===== src/rtl/sad_cfg.svh =====
// Offsets, field positions, reset values and address ranges of the decoder
`ifndef SAD_CFG_SVH
`define SAD_CFG_SVH
`define SAD_OFF_CTRL 12'h000
`define SAD_OFF_SHADOW 12'h004
`define SAD_OFF_LOWTOP 12'h008
`define SAD_OFF_WIN0 12'h00c
`define SAD_OFF_STATUS 12'h024
`define SAD_CTRL_MONO 0
`define SAD_CTRL_ISA 1
`define SAD_CTRL_GSMM 2
`define SAD_CTRL_OPEN 3
`define SAD_CTRL_TEN 4
`define SAD_CTRL_HIGH 5
`define SAD_CTRL_TSZ 6
`define SAD_CTRL_VGA 8
`define SAD_CTRL_RST 11'h000
`define SAD_SHADOW_RST 26'h0000000
`define SAD_LOWTOP_RST 16'h1000
`define SAD_WIN_RST 32'h00000fff
`define SAD_TOPSEG_UNIT 16'h0002
`define SAD_VGA_LO 36'h0000a0000
`define SAD_VGA_HI 36'h0000bffff
`define SAD_MDA_LO 36'h0000b0000
`define SAD_MDA_HI 36'h0000b7fff
`define SAD_SHD_LO 36'h0000c0000
`define SAD_SHD_HI 36'h0000fffff
`define SAD_ISA_LO 36'h000f00000
`define SAD_ISA_HI 36'h000ffffff
`define SAD_APIC0_LO 36'h0fec00000
`define SAD_APIC0_HI 36'h0fec7ffff
`define SAD_APIC1_LO 36'h0fec80000
`define SAD_APIC1_HI 36'h0fec80fff
`define SAD_APIC2_LO 36'h0fec81000
`define SAD_APIC2_HI 36'h0fec81fff
`define SAD_APIC3_LO 36'h0fec82000
`define SAD_APIC3_HI 36'h0fec82fff
`define SAD_IRQ_LO 36'h0fee00000
`define SAD_IRQ_HI 36'h0feefffff
`define SAD_HSMM_LO 36'h0feda0000
`define SAD_HSMM_HI 36'h0fedbffff
`define SAD_HSMM_DELTA 36'h0fed00000
`define SAD_MONO_IO0 16'h03b4
`define SAD_MONO_IO1 16'h03b5
`define SAD_MONO_IO2 16'h03b8
`define SAD_MONO_IO3 16'h03b9
`define SAD_MONO_IO4 16'h03ba
`define SAD_MONO_IO5 16'h03bf
`endif


===== src/rtl/sad_pkg.sv =====
// Types shared by the address decoder
package sad_pkg;
    typedef enum logic [5:0] {
        SAD_DEST_MEM = 6'h01,
        SAD_DEST_LEGACY = 6'h02,
        SAD_DEST_B = 6'h04,
        SAD_DEST_C = 6'h08,
        SAD_DEST_D = 6'h10,
        SAD_DEST_PROC = 6'h20
    } sad_dest_e;
    typedef enum logic [2:0] {
        SAD_SRC_PROC = 3'h0,
        SAD_SRC_HUB_A = 3'h1,
        SAD_SRC_HUB_B = 3'h2,
        SAD_SRC_HUB_C = 3'h3,
        SAD_SRC_HUB_D = 3'h4
    } sad_src_e;
    typedef logic [35:0] sad_addr_t;
endpackage


===== src/rtl/sad_decoder.sv =====
// System address decoder with APB configuration registers
`timescale 1ns/1ps
`include "sad_cfg.svh"
module sad_decoder
    import sad_pkg::*;
(
    input wire logic clk, // 125 MHz clock
    input wire logic rst_n, // Async reset, active low
    input wire logic psel, // APB select
    input wire logic penable, // APB enable
    input wire logic pwrite, // APB write
    input wire logic [11:0] paddr, // APB byte address
    input wire logic [31:0] pwdata, // APB write data
    output logic pready, // APB ready
    output logic [31:0] prdata, // APB read data
    output logic pslverr, // APB error on unmapped address
    input wire logic req_valid, // Request strobe
    input wire sad_addr_t req_addr, // Request address
    input wire logic req_write, // Request is a write
    input wire logic req_io, // Request is an I/O cycle
    input wire logic req_smm_code, // Processor SMM code fetch
    input wire logic req_dword, // Request is one double word
    input wire sad_src_e req_src, // Request origin
    output logic route_valid, // Decision strobe
    output sad_dest_e route_dest, // Chosen destination
    output sad_addr_t route_addr, // Address at destination
    output logic route_read_zero, // Read returns address zero
    output logic route_write_drop, // Write discarded
    output logic route_irq_msg, // Interrupt message to processor bus
    output logic target_ready_n // Target ready for message, active low
);
    logic [10:0] ctrl;
    logic [25:0] shadow;
    logic [15:0] low_memory_top;
    logic [31:0] win [0:5];
    logic [15:0] req_count;
    logic [31:0] next_prdata;
    logic next_err;
    logic hub;
    logic smm_ok;
    logic in_vga, in_mda, in_shd, in_isa, in_irq, in_hsmm, in_top_seg, below_low_top;
    logic in_ap0, in_ap1, in_ap2, in_ap3, mono_io;
    logic [15:0] top_seg_size;
    logic [15:0] top_seg_base;
    logic [3:0] seg;
    logic [1:0] attr;
    logic [5:0] win_hit;
    sad_dest_e next_dest;
    sad_addr_t next_addr;
    logic next_rz, next_wd, next_irq;

    function automatic logic sad_in(sad_addr_t a, sad_addr_t lo, sad_addr_t hi);
        return (a >= lo) && (a <= hi);
    endfunction

    // APB access phase answers one cycle after setup
    always_ff @(posedge clk or negedge rst_n)
    begin
        if (!rst_n)
        begin
            pready <= 1'b0;
            prdata <= 32'h00000000;
            pslverr <= 1'b0;
        end
        else
        begin
            pready <= psel && !penable;
            prdata <= next_prdata;
            pslverr <= next_err;
        end
    end

    always_comb
    begin
        next_prdata = 32'h00000000;
        next_err = 1'b0;
        if (psel && !penable)
        begin
            case (paddr)
                `SAD_OFF_CTRL: next_prdata = {21'h000000, ctrl};
                `SAD_OFF_SHADOW: next_prdata = {6'h00, shadow};
                `SAD_OFF_LOWTOP: next_prdata = {16'h0000, low_memory_top};
                `SAD_OFF_STATUS: next_prdata = {req_count, 10'h000, route_dest};
                default:
                begin
                    next_err = 1'b1;
                    for (int i = 0; i < 6; i++)
                    begin
                        if (paddr == `SAD_OFF_WIN0 + 12'(4 * i))
                        begin
                            next_prdata = win[i];
                            next_err = 1'b0;
                        end
                    end
                end
            endcase
        end
    end

    // Configuration registers, written at the completing edge
    always_ff @(posedge clk or negedge rst_n)
    begin
        if (!rst_n)
        begin
            ctrl <= `SAD_CTRL_RST;
            shadow <= `SAD_SHADOW_RST;
            low_memory_top <= `SAD_LOWTOP_RST;
            for (int i = 0; i < 6; i++)
            begin
                win[i] <= `SAD_WIN_RST;
            end
        end
        else if (psel && penable && pready && pwrite)
        begin
            case (paddr)
                `SAD_OFF_CTRL: ctrl <= pwdata[10:0];
                `SAD_OFF_SHADOW: shadow <= pwdata[25:0];
                `SAD_OFF_LOWTOP: low_memory_top <= pwdata[15:0];
                default:
                begin
                    for (int i = 0; i < 6; i++)
                    begin
                        if (paddr == `SAD_OFF_WIN0 + 12'(4 * i))
                        begin
                            win[i] <= pwdata;
                        end
                    end
                end
            endcase
        end
    end

    // Per bridge: memory window then prefetchable window
    for (genvar g = 0; g < 6; g++)
    begin : g_win
        sad_window u_win (
            .addr(req_addr),
            .base(win[g][11:0]),
            .limit(win[g][27:16]),
            .hit(win_hit[g])
        );
    end

    assign hub = (req_src != SAD_SRC_PROC);
    assign smm_ok = ctrl[`SAD_CTRL_GSMM] && (ctrl[`SAD_CTRL_OPEN] || req_smm_code) && !hub;
    assign in_vga = sad_in(req_addr, `SAD_VGA_LO, `SAD_VGA_HI);
    assign in_mda = sad_in(req_addr, `SAD_MDA_LO, `SAD_MDA_HI);
    assign in_shd = sad_in(req_addr, `SAD_SHD_LO, `SAD_SHD_HI);
    assign in_isa = sad_in(req_addr, `SAD_ISA_LO, `SAD_ISA_HI);
    assign in_irq = sad_in(req_addr, `SAD_IRQ_LO, `SAD_IRQ_HI);
    assign in_hsmm = sad_in(req_addr, `SAD_HSMM_LO, `SAD_HSMM_HI);
    assign in_ap0 = sad_in(req_addr, `SAD_APIC0_LO, `SAD_APIC0_HI);
    assign in_ap1 = sad_in(req_addr, `SAD_APIC1_LO, `SAD_APIC1_HI);
    assign in_ap2 = sad_in(req_addr, `SAD_APIC2_LO, `SAD_APIC2_HI);
    assign in_ap3 = sad_in(req_addr, `SAD_APIC3_LO, `SAD_APIC3_HI);
    // Size in 64 KB units: 2, 4, 8 or 16
    assign top_seg_size = `SAD_TOPSEG_UNIT << ctrl[`SAD_CTRL_TSZ +: 2];
    assign top_seg_base = low_memory_top - top_seg_size;
    assign below_low_top = (req_addr[35:32] == 4'h0) && (req_addr[31:16] < low_memory_top);
    assign in_top_seg = below_low_top && (req_addr[31:16] >= top_seg_base);
    assign mono_io = (req_addr[15:0] == `SAD_MONO_IO0) || (req_addr[15:0] == `SAD_MONO_IO1)
        || (req_addr[15:0] == `SAD_MONO_IO2) || (req_addr[15:0] == `SAD_MONO_IO3)
        || (req_addr[15:0] == `SAD_MONO_IO4) || (req_addr[15:0] == `SAD_MONO_IO5);
    // Segments 0..11 cover C0000-EFFFF, segment 12 the system BIOS
    assign seg = (req_addr[19:16] == 4'hf) ? 4'hc : req_addr[17:14];
    assign attr = shadow[{seg, 1'b0} +: 2];

    // Priority chain yields exactly one destination
    always_comb
    begin
        next_dest = SAD_DEST_LEGACY;
        next_addr = req_addr;
        next_rz = 1'b0;
        next_wd = 1'b0;
        next_irq = 1'b0;
        if (req_io)
        begin
            // Mono ports go to the enabled VGA bridge when MONO is clear; all other I/O defaults to legacy port
            if (mono_io && !ctrl[`SAD_CTRL_MONO])
            begin
                if (ctrl[`SAD_CTRL_VGA])
                    next_dest = SAD_DEST_B;
                else if (ctrl[`SAD_CTRL_VGA + 1])
                    next_dest = SAD_DEST_C;
                else if (ctrl[`SAD_CTRL_VGA + 2])
                    next_dest = SAD_DEST_D;
            end
        end
        else if (in_hsmm && ctrl[`SAD_CTRL_GSMM] && ctrl[`SAD_CTRL_HIGH])
        begin
            if (hub)
            begin
                next_dest = SAD_DEST_MEM;
                next_addr = 36'h000000000;
                next_rz = !req_write;
                next_wd = req_write;
            end
            else if (smm_ok)
            begin
                next_dest = SAD_DEST_MEM;
                next_addr = req_addr - `SAD_HSMM_DELTA;
            end
        end
        else if (in_top_seg && ctrl[`SAD_CTRL_GSMM] && ctrl[`SAD_CTRL_TEN])
        begin
            next_dest = SAD_DEST_MEM;
            if (!smm_ok)
            begin
                // Unqualified or hub access is terminated without effect
                next_addr = 36'h000000000;
                next_rz = !req_write;
                next_wd = req_write;
            end
        end
        else if (in_vga)
        begin
            if (smm_ok)
                next_dest = SAD_DEST_MEM;
            else if (in_mda && ctrl[`SAD_CTRL_MONO])
                next_dest = SAD_DEST_LEGACY;
            else if (ctrl[`SAD_CTRL_VGA])
                next_dest = SAD_DEST_B;
            else if (ctrl[`SAD_CTRL_VGA + 1])
                next_dest = SAD_DEST_C;
            else if (ctrl[`SAD_CTRL_VGA + 2])
                next_dest = SAD_DEST_D;
            else
                next_dest = SAD_DEST_LEGACY;
        end
        else if (in_shd)
        begin
            if (hub)
                next_dest = SAD_DEST_MEM;
            else if (req_write ? attr[1] : attr[0])
                next_dest = SAD_DEST_MEM;
        end
        else if (in_isa && ctrl[`SAD_CTRL_ISA])
            next_dest = SAD_DEST_LEGACY;
        else if (in_irq)
        begin
            next_dest = SAD_DEST_PROC;
            next_irq = hub && req_write && req_dword;
        end
        else if (!hub && in_ap0)
            next_dest = SAD_DEST_LEGACY;
        else if (!hub && in_ap1)
            next_dest = SAD_DEST_B;
        else if (!hub && in_ap2)
            next_dest = SAD_DEST_C;
        else if (!hub && in_ap3)
            next_dest = SAD_DEST_D;
        else if (win_hit[0] || win_hit[1])
            next_dest = SAD_DEST_B;
        else if (win_hit[2] || win_hit[3])
            next_dest = SAD_DEST_C;
        else if (win_hit[4] || win_hit[5])
            next_dest = SAD_DEST_D;
        else if (below_low_top || (req_addr[35:32] != 4'h0))
            next_dest = SAD_DEST_MEM;
        else
            next_dest = SAD_DEST_LEGACY;
    end

    // Registered decision, one cycle after the request
    always_ff @(posedge clk or negedge rst_n)
    begin
        if (!rst_n)
        begin
            route_valid <= 1'b0;
            route_dest <= SAD_DEST_LEGACY;
            route_addr <= 36'h000000000;
            route_read_zero <= 1'b0;
            route_write_drop <= 1'b0;
            route_irq_msg <= 1'b0;
            target_ready_n <= 1'b1;
        end
        else
        begin
            route_valid <= req_valid;
            route_read_zero <= req_valid && next_rz;
            route_write_drop <= req_valid && next_wd;
            route_irq_msg <= req_valid && next_irq;
            target_ready_n <= !(req_valid && next_irq);
            if (req_valid)
            begin
                route_dest <= next_dest;
                route_addr <= next_addr;
            end
        end
    end

    always_ff @(posedge clk or negedge rst_n)
    begin
        if (!rst_n)
            req_count <= 16'h0000;
        else if (req_valid)
            req_count <= req_count + 16'h0001;
    end

    a_one_dest: assert property (@(posedge clk) disable iff (!rst_n)
        route_valid |-> $onehot(route_dest))
        else $error("destination not one-hot");
    a_irq_proc_bus: assert property (@(posedge clk) disable iff (!rst_n)
        route_irq_msg |-> route_dest == SAD_DEST_PROC && !target_ready_n && route_valid)
        else $error("interrupt message misrouted");
    a_hub_shadow_mem: assert property (@(posedge clk) disable iff (!rst_n)
        req_valid && hub && !req_io && in_shd |=> route_dest == SAD_DEST_MEM)
        else $error("hub shadow access not sent to memory");
    a_apic_port: assert property (@(posedge clk) disable iff (!rst_n)
        req_valid && !hub && !req_io && in_ap2 |=> route_dest == SAD_DEST_C)
        else $error("apic range misrouted");
    a_hub_smm_zero: assert property (@(posedge clk) disable iff (!rst_n)
        req_valid && hub && !req_io && in_hsmm && ctrl[`SAD_CTRL_GSMM] && ctrl[`SAD_CTRL_HIGH]
        |=> route_addr == 36'h000000000 && (route_read_zero != route_write_drop))
        else $error("hub smm access not terminated");
    a_high_remap: assert property (@(posedge clk) disable iff (!rst_n)
        req_valid && !req_io && smm_ok && in_hsmm && ctrl[`SAD_CTRL_HIGH]
        |=> route_dest == SAD_DEST_MEM && route_addr == $past(req_addr) - `SAD_HSMM_DELTA)
        else $error("high smm remap wrong");
    a_mono_legacy: assert property (@(posedge clk) disable iff (!rst_n)
        req_valid && !req_io && in_mda && ctrl[`SAD_CTRL_MONO] && !smm_ok
        |=> route_dest == SAD_DEST_LEGACY)
        else $error("mono range not legacy");
    a_smm_video_mem: assert property (@(posedge clk) disable iff (!rst_n)
        req_valid && !req_io && in_vga && smm_ok |=> route_dest == SAD_DEST_MEM)
        else $error("smm video access not to memory");
    a_isa_hole: assert property (@(posedge clk) disable iff (!rst_n)
        req_valid && !req_io && in_isa && ctrl[`SAD_CTRL_ISA] |=> route_dest == SAD_DEST_LEGACY)
        else $error("isa hole not legacy");
    a_apb_answer: assert property (@(posedge clk) disable iff (!rst_n)
        psel && !penable |=> pready ##1 !pready)
        else $error("apb ready timing wrong");
endmodule


===== src/rtl/sad_window.sv =====
// Bridge memory window compare, 1 MB granularity below 4 GB
`timescale 1ns/1ps
module sad_window
    import sad_pkg::*;
(
    input wire sad_addr_t addr, // Request address
    input wire logic [11:0] base, // Window base, address bits 31:20
    input wire logic [11:0] limit, // Window limit, address bits 31:20
    output logic hit // Address inside window
);
    assign hit = (addr[35:32] == 4'h0) && (addr[31:20] >= base) && (addr[31:20] <= limit);
endmodule


===== config.mk =====
export PLATFORM = sky130hd
export DESIGN_NAME = sad_decoder
export DESIGN_NICKNAME = d
export VERILOG_FILES = /design/src/rtl/sad_pkg.sv /design/src/rtl/sad_decoder.sv /design/src/rtl/sad_window.sv
export VERILOG_INCLUDE_DIRS = /design/src /design/src/rtl
export SDC_FILE = /design/constraint.sdc
export NUM_CORES = 1
export LEC_CHECK = 0
export BUFFER_PORTS_ARGS = -buffer_cell sky130_fd_sc_hd__buf_2
export CORE_UTILIZATION = 45
export CTS_BUF_LIST = sky130_fd_sc_hd__clkbuf_8 sky130_fd_sc_hd__clkbuf_16
export CTS_CLUSTER_DIAMETER = 50
export DETAILED_ROUTE_END_ITERATION = 6
export SETUP_SLACK_MARGIN = 0.02
export SYNTH_ARGS = -nofsm -noshare
export SYNTH_HDL_FRONTEND = slang
export SYNTH_SLANG_ARGS = --single-unit

===== constraint.sdc =====
create_clock -name clk -period 12 [get_ports clk]
set_input_delay 1.8 -clock clk [delete_from_list [all_inputs] [get_ports clk]]
set_output_delay 1.8 -clock clk [all_outputs]
set_load 0.05 [all_outputs]

==> impl_metrics.toml <==
[die]
die_w_um = 217
start_util_pct = 45.7
die_area_um2 = 47200
rows = 78
die_h_um = 217
ios = 174
core_um2 = 45600

[cts]
cts_resized = 0
cts_made_buffers = 44
hold_buffers = 0
cts_tree = "done"
cts_root_buf = "clkbuf_16"
h-tree-depth = 2
cts.sinks = 342
cts_buffer_depth = 3
postCtsSetupRepairBufs = 0
clkTransAtPathRegs_ns = 0.06
clock_latency_ns = 0.59

[route]
wl_met1_um = 31400
first_pass_iters = 7
drt_iter0_drc = 1505
num_vias = 17600
dr_wl_met3_um = 5010
ant_nets = 0
drc = 4
wl_met2_um = 32800
totalWireLength_um = 72200
top_layer_used = "met4"
via_per_inst = 6.17
wl_per_cell_um = 25.3

[pwr]
powerDensity_nw_per_um2 = 121
leakage_nw = 10.9
ir_worst_vdd_mv = 0.0892

[timing]
min_period_ns = 5.07
max_freq_mhz = 197
finalSetupViolations = 0
slew_violations = 0
skew_ns = 0.0177
tightestPinTransition_ns = 1.13
period_share_pct = 42.2
hold_violations = 0
rsz0062_at_grt = "false"
slew_headroom_pct = 24.4
setup-tns-final_ns = 0

[grt]
grt_max_degree = 160
grt_pass1_vias = 17400
overflow = 0
grt_pass1_wl_um = 109000
antenna_found_initial = 1
grt_usage_pct = 30.8

[synthesis]
synth_top_area_share_pct = 32.1
syn-cell-area_um2 = 20800
yosysWarningCount = 0
synth_fp_nets = 2342
synth-seq-cells = 342
synth_ff_type = "dfrtp_1"
yosysUniqueCellTypes = 91
ys_seq_area_share_pct = 41.5
synth_async_sr_flop_share_pct = 100
synth_area_per_cell_um2 = 10.1
synth_area_leaders = "dfrtp_1 32%, ha_1 11%, mux2_2 11%"
synth_area_leader_cell = "dfrtp_1"
synth_edf_count = 0
synthCells = 2062

[finish]
area_delta_synth_final_pct = 14.7
finalNetCount = 2498
stdcell_count = 2855
layout_commonest_cell = "dfrtp_1"
drive_gt1_share_pct = 26.4
final_cell_mix = "267 x dfrtp_1, 198 x mux2_2, 190 x nand2_1"

[setup_path]
crit_slowest_cell = "o2111ai_1"
path_common_cell = "a21oi_1"
start_kind = "register"
crit_type = "reg2reg"
cp_data_arrival_time_ns = 5.59
endpoint_kind = "register"
path_cells = "or2_2 > inv_1 > ha_1 > o21a_1 > o21ai_0 > nand2b_1 > a21oi_1 > nand2_1 > nor2_1 > nand4_1 > xnor2_1 > ha_1 > a21oi_1 > o21ai_0 > a41oi_1 > a21oi_1 > o2111ai_1 > nand3_1 > nor2_1 > and4_1"
cpPeakStageDelay_ns = 0.68
cp_max_fo = 6
required_ns = 12.52

[place]
dp_hpwl_um = 50500
numPortBuffers = 173
dp_cells = 2772
gp_congestion = 0.955

[run_status]
status = "complete, but fails checks"
violations = "DRC"

[flow_run]
drv_cap = 0

[worst_hold_path]
hold_class = "reg2reg"
## through the flow
| step | cell area, um2 | worst slack [ns] | util (%) | hold slack [ns] | power (mW) |
|---|---|---|---|---|---|
| floorplan | 20800 | 7.50 | - | 0.445 | 1.38 |
| global placement | 22400 | 6.67 | 49.1 | 0.466 | 1.51 |
| detailed placement | 22400 | 6.55 | 49.1 | 0.468 | 1.52 |
| CTS | 23900 | 7.01 | 52.4 | 0.483 | 2.90 |
| global route | 23900 | 6.57 | 52.4 | 0.497 | 2.97 |
| finish | 23900 | 6.93 | 52.4 | 0.478 | 2.88 |
## worst max-delay path, delay by kind of cell (launching register included)
family,cells,cell delay [ns]
fa+ha+maj,2,0.53
flops,1,0.44
compound gates,8,1.89
simple gates,8,1.92
buf+inv,1,0.06
xor+xnor,1,0.14
## flip-flops by register name (all words and copies together) (netlist names), 6 cells and up
| name | cells |
|---|---|
| shadow | 26 |
| prdata | 32 |
| win | 192 |
| req_count | 16 |
| ctrl | 11 |
| low_memory_top | 16 |
| route_dest | 6 |
| route_addr | 36 |
## layout make-up
type,instances,area (um2)
fill,4181,21700
tap,600,751
inverter,161,604
timing repair buffer,208,1150
clock inverter,28,270
antenna,1,2.50
sequential,342,8650
clock buffer,54,1250
multi-input combinational,1461,11200
## power breakdown
| part | total, mW | internal (mW) | switching, mW |
|---|---|---|---|
| registers | 1.20 | 1.18 | 0.0243 |
| logic | 0.298 | 0.0838 | 0.215 |
| clock network | 1.38 | 0.829 | 0.551 |
| total | 2.88 | 2.09 | 0.790 |
## Yosys cell counts, drive strengths merged (10+ instances only)
| cell | n |
|---|---|
| a222oi | 16 |
| dfstp | 75 |
| nand2 | 191 |
| nand4 | 56 |
| a21o | 30 |
| a21oi | 99 |
| o221ai | 14 |
| inv | 158 |
| mux2i | 10 |
| nor4 | 16 |
| o211ai | 31 |
| a211oi | 28 |
| nor2 | 79 |
| nand2b | 13 |
| o21ai | 124 |
| clkbuf | 68 |
| nand3 | 40 |
| nor2b | 22 |
| a22oi | 28 |
| nor3 | 34 |
| ha | 187 |
| mux2 | 211 |
| a221oi | 19 |
| xnor2 | 26 |
| a31oi | 23 |
| dfrtp | 267 |
| and3 | 12 |
| o2bb2ai | 23 |
| buf | 30 |
## logic make-up after synthesis
family	after synthesis	share of synthesized area [%]
adders and majority gates	187	11.2
muxes	226	12.4
AOI/OAI and AO/OA	499	16.1
xor gates and xnor gates	34	1.43
and+or+nand+nor	515	12.4
DFF	342	41.5
buffers and inverters	259	4.92
## routing by layer
| metal | vias to the layer above | track usage (%) |
|---|---|---|
| li1 | 7911 | - |
| met1 | 8824 | 42.3 |
| met2 | 726 | 48.6 |
| met3 | 152 | 4.49 |
| met4 | 0 | 12.9 |
| met5 | - | 0 |
## path summary, 6_finish.rpt
path                                endpoint  cells past startpoint  slack (ns)      startpoint
min in group asynchronous  low_memory_top[2]                      1        1.29           rst_n
max reg2reg                    route_irq_msg                     20        6.93         ctrl[7]
max                            route_irq_msg                     20        6.93         ctrl[7]
min                           route_addr[18]                      1        0.48  route_addr[18]
max in group asynchronous            win[51]                      2        9.16           rst_n
min reg2reg                   route_addr[18]                      1        0.48  route_addr[18]
Power figures use the tool's default switching activity.
